$ cat config.mk
export PLATFORM = sky130hd
export DESIGN_NAME = svch_servo_modes
export DESIGN_NICKNAME = d
export VERILOG_FILES = /design/src/svch_pkg.sv /design/src/svch_servo_modes.sv
export SDC_FILE = /design/constraint.sdc
export NUM_CORES = 2
export LEC_CHECK = 0
export BUFFER_PORTS_ARGS = -buffer_cell sky130_fd_sc_hd__buf_2
export CAP_MARGIN = 10
export CORE_MARGIN = 5
export CORE_UTILIZATION = 60
export DETAILED_ROUTE_END_ITERATION = 16
export GPL_TIMING_DRIVEN = 0
export PLACE_DENSITY = 0.85
export SETUP_SLACK_MARGIN = 0.05
export SKIP_CTS_REPAIR_TIMING = 1
export SLEW_MARGIN = 40
export SYNTH_ARGS = -nofsm -noshare
export SYNTH_HDL_FRONTEND = slang
export SYNTH_SLANG_ARGS = --single-unit
export TNS_END_PERCENT = 30
$ cat constraint.sdc
create_clock -name clk -period 16.3 [get_ports clk]
set_input_delay 0 -clock clk [delete_from_list [all_inputs] [get_ports clk]]
set_output_delay 0 -clock clk [all_outputs]
set_load 0.02 [all_outputs]
$ cat src/svch_pkg.sv
// package: object indexes, field positions, reset values and timing for the servo mode logic
package svch_pkg;
  // ----------------------------------------------------------------
  // object indexes
  // ----------------------------------------------------------------
  localparam logic [15:0] IX_FUNC_SEL = 16'h200D;
  localparam logic [15:0] IX_SCALE_NUM = 16'h200E;
  localparam logic [15:0] IX_SCALE_DEN = 16'h200F;
  localparam logic [15:0] IX_CTRL = 16'h6040;
  localparam logic [15:0] IX_STATUS = 16'h6041;
  localparam logic [15:0] IX_MODE_REQ = 16'h6060;
  localparam logic [15:0] IX_MODE_DISP = 16'h6061;
  localparam logic [15:0] IX_ACT_POS = 16'h6064;
  localparam logic [15:0] IX_ACT_VEL = 16'h606C;
  localparam logic [15:0] IX_TGT_TQ = 16'h6071;
  localparam logic [15:0] IX_MAX_TQ = 16'h6072;
  localparam logic [15:0] IX_ACT_TQ = 16'h6077;
  localparam logic [15:0] IX_HOME_OFS = 16'h607C;
  localparam logic [15:0] IX_SOFT_LIM = 16'h607D;
  localparam logic [15:0] IX_HOME_METH = 16'h6098;
  localparam logic [15:0] IX_HOME_SPD = 16'h6099;
  localparam logic [15:0] IX_HOME_ACC = 16'h609A;
  localparam logic [15:0] IX_VEL_OFS = 16'h60B1;
  localparam logic [15:0] IX_TQ_OFS = 16'h60B2;
  localparam logic [15:0] IX_POS_TQ_LIM = 16'h60E0;
  localparam logic [15:0] IX_NEG_TQ_LIM = 16'h60E1;
  localparam logic [15:0] IX_TGT_VEL = 16'h60FF;
  localparam logic [7:0] SUB_COUNT = 8'h00;
  localparam logic [7:0] SUB_FIRST = 8'h01;
  localparam logic [7:0] SUB_SECOND = 8'h02;
  localparam logic [31:0] PAIR_ENTRIES = 32'h0000_0002;
  // ----------------------------------------------------------------
  // control and status fields
  // ----------------------------------------------------------------
  localparam int CTL_HOME_GO = 4;
  localparam int CTL_FAULT_RST = 7;
  localparam int CTL_HALT = 8;
  localparam int ST_FAULT = 3;
  localparam int ST_TGT_REACHED = 10;
  localparam int ST_HOME_DONE = 12;
  localparam int ST_HOME_ERR = 13;
  // ----------------------------------------------------------------
  // modes, reset values, timing
  // ----------------------------------------------------------------
  localparam logic [7:0] MODE_NONE = 8'h00;
  localparam logic [7:0] MODE_HOME = 8'h06;
  localparam logic [7:0] MODE_CSV = 8'h09;
  localparam logic [7:0] MODE_CST = 8'h0A;
  localparam logic [31:0] RST_TQ_LIM = 32'h0000_0BB8;
  localparam logic [31:0] RST_ZERO = 32'h0000_0000;
  localparam int CLK_HZ = 50_000_000;
  localparam int MODE_SW_MS = 2;
  localparam int MODE_GAP_MS = 20;
  localparam int STEP_MS = 1;
  localparam int MODE_SW_CYC = MODE_SW_MS * (CLK_HZ / 1000);
  localparam int MODE_GAP_CYC = MODE_GAP_MS * (CLK_HZ / 1000);
  localparam int STEP_CYC = STEP_MS * (CLK_HZ / 1000);
  // homing sequencer states, gray along the usual path
  typedef enum logic [2:0] {
    HM_IDLE = 3'b000, HM_SEARCH = 3'b001, HM_BACKOFF = 3'b011,
    HM_INDEX = 3'b010, HM_DONE = 3'b110, HM_ERR = 3'b111
  } svch_home_e;
  // sensor pins of the axis
  typedef struct packed {
    logic negLim;
    logic posLim;
    logic homeSw;
    logic index;
  } svch_sens_s;
endpackage : svch_pkg

$ cat src/svch_servo_modes.sv
// servo drive cyclic velocity, cyclic torque and homing mode logic
// Overview of operation
// - velocity mode: command follows target velocity plus offset, torque offset fed forward
// - torque mode: command follows target torque, units of one tenth percent
// - max, positive and negative torque limits writable; command clamped within them
// - homing steps position command at configured speeds until home found
// - two unsigned 32-bit homing speeds, switch and zero search; count reads two
// - method 1: move negative, home at first index after negative limit releases
// - method 2: move positive, home at first index after positive limit releases
// - methods 3, 4: direction from home switch, home at index after change
// - methods 5, 6: direction from home switch, home at index after change
// - methods 7, 8: switch active at start means negative start
// - methods 9, 10: switch active at start means positive start
// - methods 11, 12: switch active at start means positive start
// - methods 13, 14: switch active at start means negative start
// - methods 7 to 14: home at index pulse after home switch edge
// - method 17: as method 1, home at the limit switch change
// - method 18: as method 2, home at the limit switch change
// - methods 19, 20: as 3 and 4, home at home switch change
// - mode change completes within two milliseconds; display reads none meanwhile
`timescale 1ns/10ps
`default_nettype none
module svch_servo_modes #(
  parameter int ModeSwCyc = svch_pkg::MODE_SW_CYC,
  parameter int ModeGapCyc = svch_pkg::MODE_GAP_CYC,
  parameter int StepCyc = svch_pkg::STEP_CYC
) (
  // clock and reset
  input wire logic clk,
  input wire logic rst_n,
  // object access port
  input wire logic objWr,
  input wire logic objRd,
  input wire logic [15:0] objIdx,
  input wire logic [7:0] objSub,
  input wire logic [31:0] objWdata,
  output logic [31:0] objRdata_ff,
  output logic objAck_ff,
  // axis pins, asynchronous
  input wire svch_pkg::svch_sens_s sensPin,
  // feedback from the control loop
  input wire logic signed [31:0] posFb,
  input wire logic signed [31:0] velFb,
  input wire logic signed [15:0] tqFb,
  // commands to the control loop
  output logic signed [31:0] velCmd_ff,
  output logic signed [31:0] tqCmd_ff,
  output logic signed [31:0] homePosCmd_ff,
  output logic homeMoving_ff,
  output logic [7:0] activeMode_ff
);
  // ----------------------------------------------------------------
  // object storage
  // ----------------------------------------------------------------
  logic [15:0] funcSel_ff, scaleNum_ff, scaleDen_ff, ctrl_ff, tgtTq_ff, tqOfs_ff;
  logic [31:0] maxTq_ff, posTqLim_ff, negTqLim_ff, homeOfs_ff, softMin_ff, softMax_ff;
  logic [31:0] swSpd_ff, zeroSpd_ff, homeAcc_ff, velOfs_ff, tgtVel_ff;
  logic [7:0] method_ff, modeReq_ff;
  logic [15:0] prevCtrl_ff;
  logic [15:0] status;
  logic signed [31:0] posOfs_ff;
  logic wr;
  assign wr = objWr;

  // writable objects; torque limits and homing speeds steer the command logic
  always_ff @(posedge clk or negedge rst_n) begin
    if (!rst_n) begin
      funcSel_ff <= 16'h0000;
      scaleNum_ff <= 16'h0001;
      scaleDen_ff <= 16'h0001;
      ctrl_ff <= 16'h0000;
      tgtTq_ff <= 16'h0000;
      tqOfs_ff <= 16'h0000;
      maxTq_ff <= svch_pkg::RST_TQ_LIM;
      posTqLim_ff <= svch_pkg::RST_TQ_LIM;
      negTqLim_ff <= svch_pkg::RST_TQ_LIM;
      homeOfs_ff <= svch_pkg::RST_ZERO;
      softMin_ff <= svch_pkg::RST_ZERO;
      softMax_ff <= svch_pkg::RST_ZERO;
      swSpd_ff <= svch_pkg::RST_ZERO;
      zeroSpd_ff <= svch_pkg::RST_ZERO;
      homeAcc_ff <= svch_pkg::RST_ZERO;
      velOfs_ff <= svch_pkg::RST_ZERO;
      tgtVel_ff <= svch_pkg::RST_ZERO;
      method_ff <= 8'h00;
      modeReq_ff <= svch_pkg::MODE_NONE;
    end else if (wr) begin
      case (objIdx)
        svch_pkg::IX_FUNC_SEL: funcSel_ff <= objWdata[15:0];
        svch_pkg::IX_SCALE_NUM: scaleNum_ff <= objWdata[15:0];
        svch_pkg::IX_SCALE_DEN: scaleDen_ff <= objWdata[15:0];
        svch_pkg::IX_CTRL: ctrl_ff <= objWdata[15:0];
        svch_pkg::IX_TGT_TQ: tgtTq_ff <= objWdata[15:0];
        svch_pkg::IX_TQ_OFS: tqOfs_ff <= objWdata[15:0];
        svch_pkg::IX_MAX_TQ: maxTq_ff <= objWdata;
        svch_pkg::IX_POS_TQ_LIM: posTqLim_ff <= objWdata;
        svch_pkg::IX_NEG_TQ_LIM: negTqLim_ff <= objWdata;
        svch_pkg::IX_HOME_OFS: homeOfs_ff <= objWdata;
        svch_pkg::IX_SOFT_LIM: begin
          if (objSub == svch_pkg::SUB_FIRST) softMin_ff <= objWdata;
          if (objSub == svch_pkg::SUB_SECOND) softMax_ff <= objWdata;
        end
        svch_pkg::IX_HOME_SPD: begin
          if (objSub == svch_pkg::SUB_FIRST) swSpd_ff <= objWdata;
          if (objSub == svch_pkg::SUB_SECOND) zeroSpd_ff <= objWdata;
        end
        svch_pkg::IX_HOME_ACC: homeAcc_ff <= objWdata;
        svch_pkg::IX_VEL_OFS: velOfs_ff <= objWdata;
        svch_pkg::IX_TGT_VEL: tgtVel_ff <= objWdata;
        svch_pkg::IX_HOME_METH: method_ff <= objWdata[7:0];
        svch_pkg::IX_MODE_REQ: modeReq_ff <= objWdata[7:0];
        default: ;
      endcase
    end
  end

  // ----------------------------------------------------------------
  // pin synchronisers and edge history
  // ----------------------------------------------------------------
  svch_pkg::svch_sens_s sMeta_ff, sens_ff, sensDly_ff;
  always_ff @(posedge clk or negedge rst_n) begin
    if (!rst_n) begin
      sMeta_ff <= '0;
      sens_ff <= '0;
      sensDly_ff <= '0;
    end else begin
      sMeta_ff <= sensPin;
      sens_ff <= sMeta_ff;
      sensDly_ff <= sens_ff; // edge history reads only the second stage
    end
  end
  logic idxRise;
  assign idxRise = sens_ff.index && !sensDly_ff.index;

  // ----------------------------------------------------------------
  // mode switching
  // ----------------------------------------------------------------
  logic [16:0] swCnt_ff;
  logic [20:0] gapCnt_ff;
  logic modeFault_ff, modeBusy_ff;
  logic [7:0] pendMode_ff;
  logic modeKick;
  // zero keeps the previous mode, so it never starts a change
  assign modeKick = wr && objIdx == svch_pkg::IX_MODE_REQ &&
                    objWdata[7:0] != svch_pkg::MODE_NONE && objWdata[7:0] != activeMode_ff;

  // change takes the settle time; active mode reads none while settling
  always_ff @(posedge clk or negedge rst_n) begin
    if (!rst_n) begin
      swCnt_ff <= 17'h00000;
      modeBusy_ff <= 1'b0;
      pendMode_ff <= svch_pkg::MODE_NONE;
      activeMode_ff <= svch_pkg::MODE_NONE;
    end else if (modeKick) begin
      swCnt_ff <= 17'(ModeSwCyc - 1);
      modeBusy_ff <= 1'b1;
      pendMode_ff <= objWdata[7:0];
      activeMode_ff <= svch_pkg::MODE_NONE;
    end else if (modeBusy_ff) begin
      swCnt_ff <= swCnt_ff - 17'h00001;
      if (swCnt_ff == 17'h00000) begin
        modeBusy_ff <= 1'b0;
        activeMode_ff <= pendMode_ff;
      end
    end
  end

  // changes too close together latch a fault; a new change beats the reset
  always_ff @(posedge clk or negedge rst_n) begin
    if (!rst_n) begin
      gapCnt_ff <= 21'h000000;
      modeFault_ff <= 1'b0;
    end else begin
      if (modeKick) gapCnt_ff <= 21'(ModeGapCyc);
      else if (gapCnt_ff != 21'h000000) gapCnt_ff <= gapCnt_ff - 21'h000001;
      if (modeKick && gapCnt_ff != 21'h000000) modeFault_ff <= 1'b1;
      else if (wr && objIdx == svch_pkg::IX_CTRL && objWdata[svch_pkg::CTL_FAULT_RST])
        modeFault_ff <= 1'b0;
    end
  end

  // ----------------------------------------------------------------
  // cyclic velocity and torque commands
  // ----------------------------------------------------------------
  logic signed [31:0] hiCap, loCap, tqSum, velSum;
  assign hiCap = ($signed(maxTq_ff) < $signed(posTqLim_ff)) ? $signed(maxTq_ff)
                                                             : $signed(posTqLim_ff);
  assign loCap = ($signed(maxTq_ff) < $signed(negTqLim_ff)) ? -$signed(maxTq_ff)
                                                             : -$signed(negTqLim_ff);
  assign velSum = $signed(tgtVel_ff) + $signed(velOfs_ff);
  assign tqSum = (activeMode_ff == svch_pkg::MODE_CST)
               ? 32'($signed(tgtTq_ff)) + 32'($signed(tqOfs_ff))
               : 32'($signed(tqOfs_ff));

  // torque is bounded in both cyclic modes and zero otherwise, the offset alone in velocity mode
  always_ff @(posedge clk or negedge rst_n) begin
    if (!rst_n) begin
      velCmd_ff <= '0;
      tqCmd_ff <= '0;
    end else begin
      velCmd_ff <= (activeMode_ff == svch_pkg::MODE_CSV) ? velSum : '0;
      if (activeMode_ff != svch_pkg::MODE_CST && activeMode_ff != svch_pkg::MODE_CSV)
        tqCmd_ff <= '0;
      else if (tqSum > hiCap) tqCmd_ff <= hiCap;
      else if (tqSum < loCap) tqCmd_ff <= loCap;
      else tqCmd_ff <= tqSum;
    end
  end

  // ----------------------------------------------------------------
  // homing method decode
  // ----------------------------------------------------------------
  logic limMeth, edgeOnly, known, startDir;
  logic watched;
  always_comb begin
    limMeth = 1'b0;
    edgeOnly = 1'b0;
    known = 1'b1;
    startDir = !sens_ff.homeSw;
    watched = sens_ff.homeSw;
    case (method_ff)
      8'h01, 8'h11: begin
        limMeth = 1'b1;
        startDir = 1'b0;
        watched = sens_ff.negLim;
        edgeOnly = method_ff == 8'h11;
      end
      8'h02, 8'h12: begin
        limMeth = 1'b1;
        startDir = 1'b1;
        watched = sens_ff.posLim;
        edgeOnly = method_ff == 8'h12;
      end
      8'h03, 8'h04, 8'h06, 8'h07, 8'h08, 8'h0D, 8'h0E: startDir = !sens_ff.homeSw;
      8'h05, 8'h09, 8'h0A, 8'h0B, 8'h0C: startDir = sens_ff.homeSw;
      8'h13, 8'h14: edgeOnly = 1'b1;
      default: known = 1'b0;
    endcase
  end

  // ----------------------------------------------------------------
  // homing sequencer
  // ----------------------------------------------------------------
  svch_pkg::svch_home_e hm_ff;
  logic dir_ff, startLvl_ff, edgeOnly_ff, limMeth_ff, goEdge, halt;
  assign goEdge = ctrl_ff[svch_pkg::CTL_HOME_GO] && !prevCtrl_ff[svch_pkg::CTL_HOME_GO];
  assign halt = ctrl_ff[svch_pkg::CTL_HALT] || activeMode_ff != svch_pkg::MODE_HOME;
  logic travelLim;
  assign travelLim = dir_ff ? sens_ff.posLim : sens_ff.negLim;

  // searches toward the switch, then finds home at the edge or next index
  always_ff @(posedge clk or negedge rst_n) begin
    if (!rst_n) begin
      hm_ff <= svch_pkg::HM_IDLE;
      dir_ff <= 1'b0;
      startLvl_ff <= 1'b0;
      edgeOnly_ff <= 1'b0;
      limMeth_ff <= 1'b0;
      prevCtrl_ff <= 16'h0000;
    end else begin
      prevCtrl_ff <= ctrl_ff;
      if (halt) hm_ff <= svch_pkg::HM_IDLE;
      else if (goEdge) begin
        startLvl_ff <= watched;
        edgeOnly_ff <= edgeOnly;
        limMeth_ff <= limMeth;
        if (!known) hm_ff <= svch_pkg::HM_ERR;
        else if (limMeth && watched) begin
          hm_ff <= svch_pkg::HM_BACKOFF; // already on the limit
          dir_ff <= !startDir;
        end else begin
          hm_ff <= svch_pkg::HM_SEARCH;
          dir_ff <= startDir;
        end
      end else begin
        case (hm_ff)
          svch_pkg::HM_SEARCH:
            if (limMeth_ff && watched) begin
              hm_ff <= svch_pkg::HM_BACKOFF;
              dir_ff <= !dir_ff;
            end else if (!limMeth_ff && watched != startLvl_ff)
              hm_ff <= edgeOnly_ff ? svch_pkg::HM_DONE : svch_pkg::HM_INDEX;
            else if (!limMeth_ff && travelLim)
              hm_ff <= svch_pkg::HM_ERR; // switch missed before the end stop
          svch_pkg::HM_BACKOFF:
            if (!watched)
              hm_ff <= edgeOnly_ff ? svch_pkg::HM_DONE : svch_pkg::HM_INDEX;
          svch_pkg::HM_INDEX:
            if (idxRise) hm_ff <= svch_pkg::HM_DONE;
          default: ;
        endcase
      end
    end
  end

  // position command steps once per interval; switch speed while searching
  logic [15:0] stepCnt_ff;
  logic moving;
  assign moving = hm_ff == svch_pkg::HM_SEARCH || hm_ff == svch_pkg::HM_BACKOFF ||
                  hm_ff == svch_pkg::HM_INDEX;
  always_ff @(posedge clk or negedge rst_n) begin
    if (!rst_n) begin
      stepCnt_ff <= 16'h0000;
      homePosCmd_ff <= '0;
      homeMoving_ff <= 1'b0;
    end else begin
      homeMoving_ff <= moving && !halt;
      if (goEdge) homePosCmd_ff <= posFb;
      if (!moving || stepCnt_ff == 16'(StepCyc - 1)) stepCnt_ff <= 16'h0000;
      else stepCnt_ff <= stepCnt_ff + 16'h0001;
      if (moving && !goEdge && stepCnt_ff == 16'(StepCyc - 1)) begin
        if (dir_ff) homePosCmd_ff <= homePosCmd_ff +
          $signed(hm_ff == svch_pkg::HM_SEARCH ? swSpd_ff : zeroSpd_ff);
        else homePosCmd_ff <= homePosCmd_ff -
          $signed(hm_ff == svch_pkg::HM_SEARCH ? swSpd_ff : zeroSpd_ff);
      end
    end
  end

  // home position takes the home offset; the correction sticks afterward
  always_ff @(posedge clk or negedge rst_n) begin
    if (!rst_n) posOfs_ff <= '0;
    else if (hm_ff != svch_pkg::HM_DONE && !halt && !goEdge && (
             (hm_ff == svch_pkg::HM_INDEX && idxRise) ||
             (hm_ff == svch_pkg::HM_BACKOFF && !watched && edgeOnly_ff) ||
             (hm_ff == svch_pkg::HM_SEARCH && !limMeth_ff && edgeOnly_ff &&
              watched != startLvl_ff)))
      posOfs_ff <= $signed(homeOfs_ff) - posFb;
  end

  // ----------------------------------------------------------------
  // status and read-back
  // ----------------------------------------------------------------
  always_comb begin
    status = 16'h0000;
    status[svch_pkg::ST_FAULT] = modeFault_ff;
    status[svch_pkg::ST_TGT_REACHED] = hm_ff == svch_pkg::HM_DONE;
    status[svch_pkg::ST_HOME_DONE] = hm_ff == svch_pkg::HM_DONE;
    status[svch_pkg::ST_HOME_ERR] = hm_ff == svch_pkg::HM_ERR;
  end

  always_ff @(posedge clk or negedge rst_n) begin
    if (!rst_n) begin
      objRdata_ff <= '0;
      objAck_ff <= 1'b0;
    end else begin
      objAck_ff <= objRd || objWr;
      objRdata_ff <= '0;
      if (objRd) begin
        case (objIdx)
          svch_pkg::IX_FUNC_SEL: objRdata_ff <= {16'h0000, funcSel_ff};
          svch_pkg::IX_SCALE_NUM: objRdata_ff <= {16'h0000, scaleNum_ff};
          svch_pkg::IX_SCALE_DEN: objRdata_ff <= {16'h0000, scaleDen_ff};
          svch_pkg::IX_CTRL: objRdata_ff <= {16'h0000, ctrl_ff};
          svch_pkg::IX_STATUS: objRdata_ff <= {16'h0000, status};
          svch_pkg::IX_MODE_REQ: objRdata_ff <= {24'h000000, modeReq_ff};
          svch_pkg::IX_MODE_DISP: objRdata_ff <= {24'h000000, activeMode_ff};
          svch_pkg::IX_ACT_POS: objRdata_ff <= posFb + posOfs_ff;
          svch_pkg::IX_ACT_VEL: objRdata_ff <= velFb;
          svch_pkg::IX_TGT_TQ: objRdata_ff <= {16'h0000, tgtTq_ff};
          svch_pkg::IX_MAX_TQ: objRdata_ff <= maxTq_ff;
          svch_pkg::IX_ACT_TQ: objRdata_ff <= {16'h0000, tqFb};
          svch_pkg::IX_HOME_OFS: objRdata_ff <= homeOfs_ff;
          svch_pkg::IX_SOFT_LIM: objRdata_ff <= objSub == svch_pkg::SUB_COUNT ?
            svch_pkg::PAIR_ENTRIES : objSub == svch_pkg::SUB_FIRST ? softMin_ff : softMax_ff;
          svch_pkg::IX_HOME_METH: objRdata_ff <= {24'h000000, method_ff};
          svch_pkg::IX_HOME_SPD: objRdata_ff <= objSub == svch_pkg::SUB_COUNT ?
            svch_pkg::PAIR_ENTRIES : objSub == svch_pkg::SUB_FIRST ? swSpd_ff : zeroSpd_ff;
          svch_pkg::IX_HOME_ACC: objRdata_ff <= homeAcc_ff;
          svch_pkg::IX_VEL_OFS: objRdata_ff <= velOfs_ff;
          svch_pkg::IX_TQ_OFS: objRdata_ff <= {16'h0000, tqOfs_ff};
          svch_pkg::IX_POS_TQ_LIM: objRdata_ff <= posTqLim_ff;
          svch_pkg::IX_NEG_TQ_LIM: objRdata_ff <= negTqLim_ff;
          svch_pkg::IX_TGT_VEL: objRdata_ff <= tgtVel_ff;
          default: objRdata_ff <= '0;
        endcase
      end
    end
  end

  logic cst, csv;
  assign cst = activeMode_ff == svch_pkg::MODE_CST;
  assign csv = activeMode_ff == svch_pkg::MODE_CSV;
endmodule : svch_servo_modes
`default_nettype wire

==> reports/metrics.yaml <==
routing:
  postRouteAntennaNets: 0
  wirelength_um: 160000
  drc_errors: 0
  first_pass_iters: 9
  vias: 39174
  avgViaCountPerCell: 6.82
  wire_per_inst_um: 27.8
  drtIter0Drc: 5309
synthesis:
  synth_edf_count: 0
  synth_ff_type: "dfrtp_1"
  syn_inst: 4278
  synthesis.area_sq_um: 43800
  synth_seq_cells: 715
  synth_seq_area_share: 0.409
  synth_cell_types: 89
  synth_fp_nets: 4698
  async_flop_share: 1.00
  yosysWarnings: 0
  avgSynthCellArea_sq_um: 10.2
power_and_ir_drop:
  p_leak_nw: 24.3
  power.density_nw_per_um2: 78.8
  switching_share: 0.249
  worst_ir_drop_vdd_uv: 88.2
  seq_power_share: 0.453
  p_clk_frac: 0.482
  internal-power_w: 0.00297
  p_sw_w: 0.000984
  power_frac_comb: 0.065
global_route:
  track_usage: 0.388
  grt_pass1_wl_um: 233000
  grt_pass1_vias: 38380
  grt_overflow: 0
  grt_max_degree: 109
  antenna_found_initial: 9
sta:
  hold_violations: 1
  whs_ns: -0.0186
  period_minus_slack_ns: 7.94
  final.period_utilization: 0.487
  clock_skew_ns: 0.0227
  tightest_slew_ns: 1.05
  setup_tns_ns: 0
  relSlewSlack: 0.303
  rsz0062_at_grt: "false"
  drv_slew: 0
  max_freq_mhz: 126
  finalSetupViolCount: 0
floorplan:
  rows: 99
  die_height_um: 280
  core_area_sq_um: 72700
  die_w_um: 280
  initial_core_util: 0.602
  ios: 282
  die-area_sq_um: 78500
setup_path:
  worst-path-max-fanout: 10
  cp.arrival_ns: 8.51
  timing.rr.start: "hm_ff[1]$_DFFE_PN0P_"
  crit_path_end_kind: "register"
  critical_path_class: "register to register"
  critPathLaunch: "hm_ff[1]$_DFFE_PN0P_"
  max_stage_delay_ns: 0.66
  crit_slowest_cell: "a2111oi_0"
  cp.required_ns: 16.87
  startpoint_type: "register"
placed_design:
  io_buffers: 277
  hpwl_um: 120000
  place_congestion: 1.03
  place_inst: 5531
cts:
  cts_buffers: 78
  cts-root-buf: "clkbuf_16"
  cts.clk_slew.worst_paths_ns: 0.06
  cts_max_path_buffers: 3
  cts_tree: "done"
  cts.sinks: 715
  h-tree-depth: 3
  worstSkewPairLatency_ns: 0.66
finish:
  utilization: 0.691
  areaGrowthSynthToFinish_pct: 14.6
  finalNetCount: 5143
  layout_common_cells: "dfrtp_1 (692), mux2_2 (493), nand2_1 (318)"
  drive_gt1_frac: 0.213
  final_cell_count_no_fill: 5743
  final_common_cell: "dfrtp_1"
  nFillCells: 5279
outcome:
  violations: "hold timing"
  status: "finished with violations"
worst_hold_path:
  min_from: "velFb[30]"
  hp-class: "input pin to register"
run:
  drv_cap: 0
[routing by layer]
metal | vias to the layer above | track usage | wire [um]
li1 | 16714 | - | -
met1 | 19006 | 0.491 | 59000
met2 | 2689 | 0.592 | 69400
met3 | 757 | 0.0977 | 18100
met4 | 8 | 0.261 | 13100
met5 | - | 0 | 57
[worst max-delay path, delay by kind of cell, from the launching register on]
kind	cells	cell delay, ns
and+or+nand+nor	9	1.55
DFF	1	0.31
adders and majority gates	2	0.64
xor gates and xnor gates	2	0.37
buffers and inverters	8	2.81
AOI/OAI and AO/OA	8	2.17
[Yosys cell counts (73+ instances only)]
library cell,count,area (sq um)
a21oi_1,214,1070
mux2_2,493,5550
inv_1,150,563
nand3_1,73,365
nor2_1,266,998
xnor2_1,158,1380
nor3_1,101,505
mux2i_1,121,1210
xor2_1,94,823
a221oi_1,87,762
ha_1,271,3390
a21o_1,80,601
nand2_1,318,1190
o21ai_0,180,901
dfrtp_1,692,17300
clkbuf_1,179,672
[cells by family after synthesis]
logic type,after synthesis,share of synthesized area
flops,715,0.409
mux,618,0.156
buf+inv,377,0.0335
fa+ha+maj,276,0.0797
simple gates,1074,0.118
xor+xnor,252,0.0504
compound gates,966,0.153
[power groups by stage]
stage	Combinational (W)	Sequential, W	Clock [W]
4_1_cts	0.000236	0.00179	0.00190
3_3_place_gp	0.000223	0.00183	0
2_1_floorplan	0.000113	0.00183	0
5_1_grt	0.000274	0.00179	0.00198
6_report	0.000257	0.00179	0.00191
3_5_place_dp	0.000234	0.00183	0
[metrics by stage]
stage	hold slack, ns	power (W)	instance area [sq um]	setup slack [ns]
detailed placement	-0.0747	0.00206	46800	8.68
CTS	-0.756	0.00393	49500	8.63
global placement	0.109	0.00205	46400	0.341
global route	-0.00481	0.00405	50200	7.90
finish	-0.0186	0.00396	50200	8.36
floorplan	-0.296	0.00194	43800	9.53
[worst paths after layout]
path / end / slack, ns / depth (start not counted)
hold reg to reg: sens_ff[3]$_DFF_PN0_ / 0.35 / 0
setup / recovery: homePosCmd_ff[30]$_DFFE_PN0P_ / 8.36 / 29
min in group asynchronous: stepCnt_ff[11]$_DFF_PN0_ / 0 / 3
max in group asynchronous: tqCmd_ff[26]$_DFF_PN0_ / 15.25 / 4
hold / removal: objRdata_ff[30]$_DFF_PN0_ / -0.02 / 5
setup reg to reg: homePosCmd_ff[30]$_DFFE_PN0P_ / 8.36 / 29
[final cells by class]
type	instances	area, sq um	share of cell area
antenna	2	5.00	0.0000997
buffer	227	915	0.0182
clock buffer	105	2150	0.0429
clock inverter	34	552	0.0110
inverter	150	563	0.0112
multi-input combinational	3186	24500	0.488
sequential	715	17900	0.357
tap	959	1200	0.0239
timing repair buffer	365	2380	0.0474
Note: power is estimated with default switching activity, not from simulation.
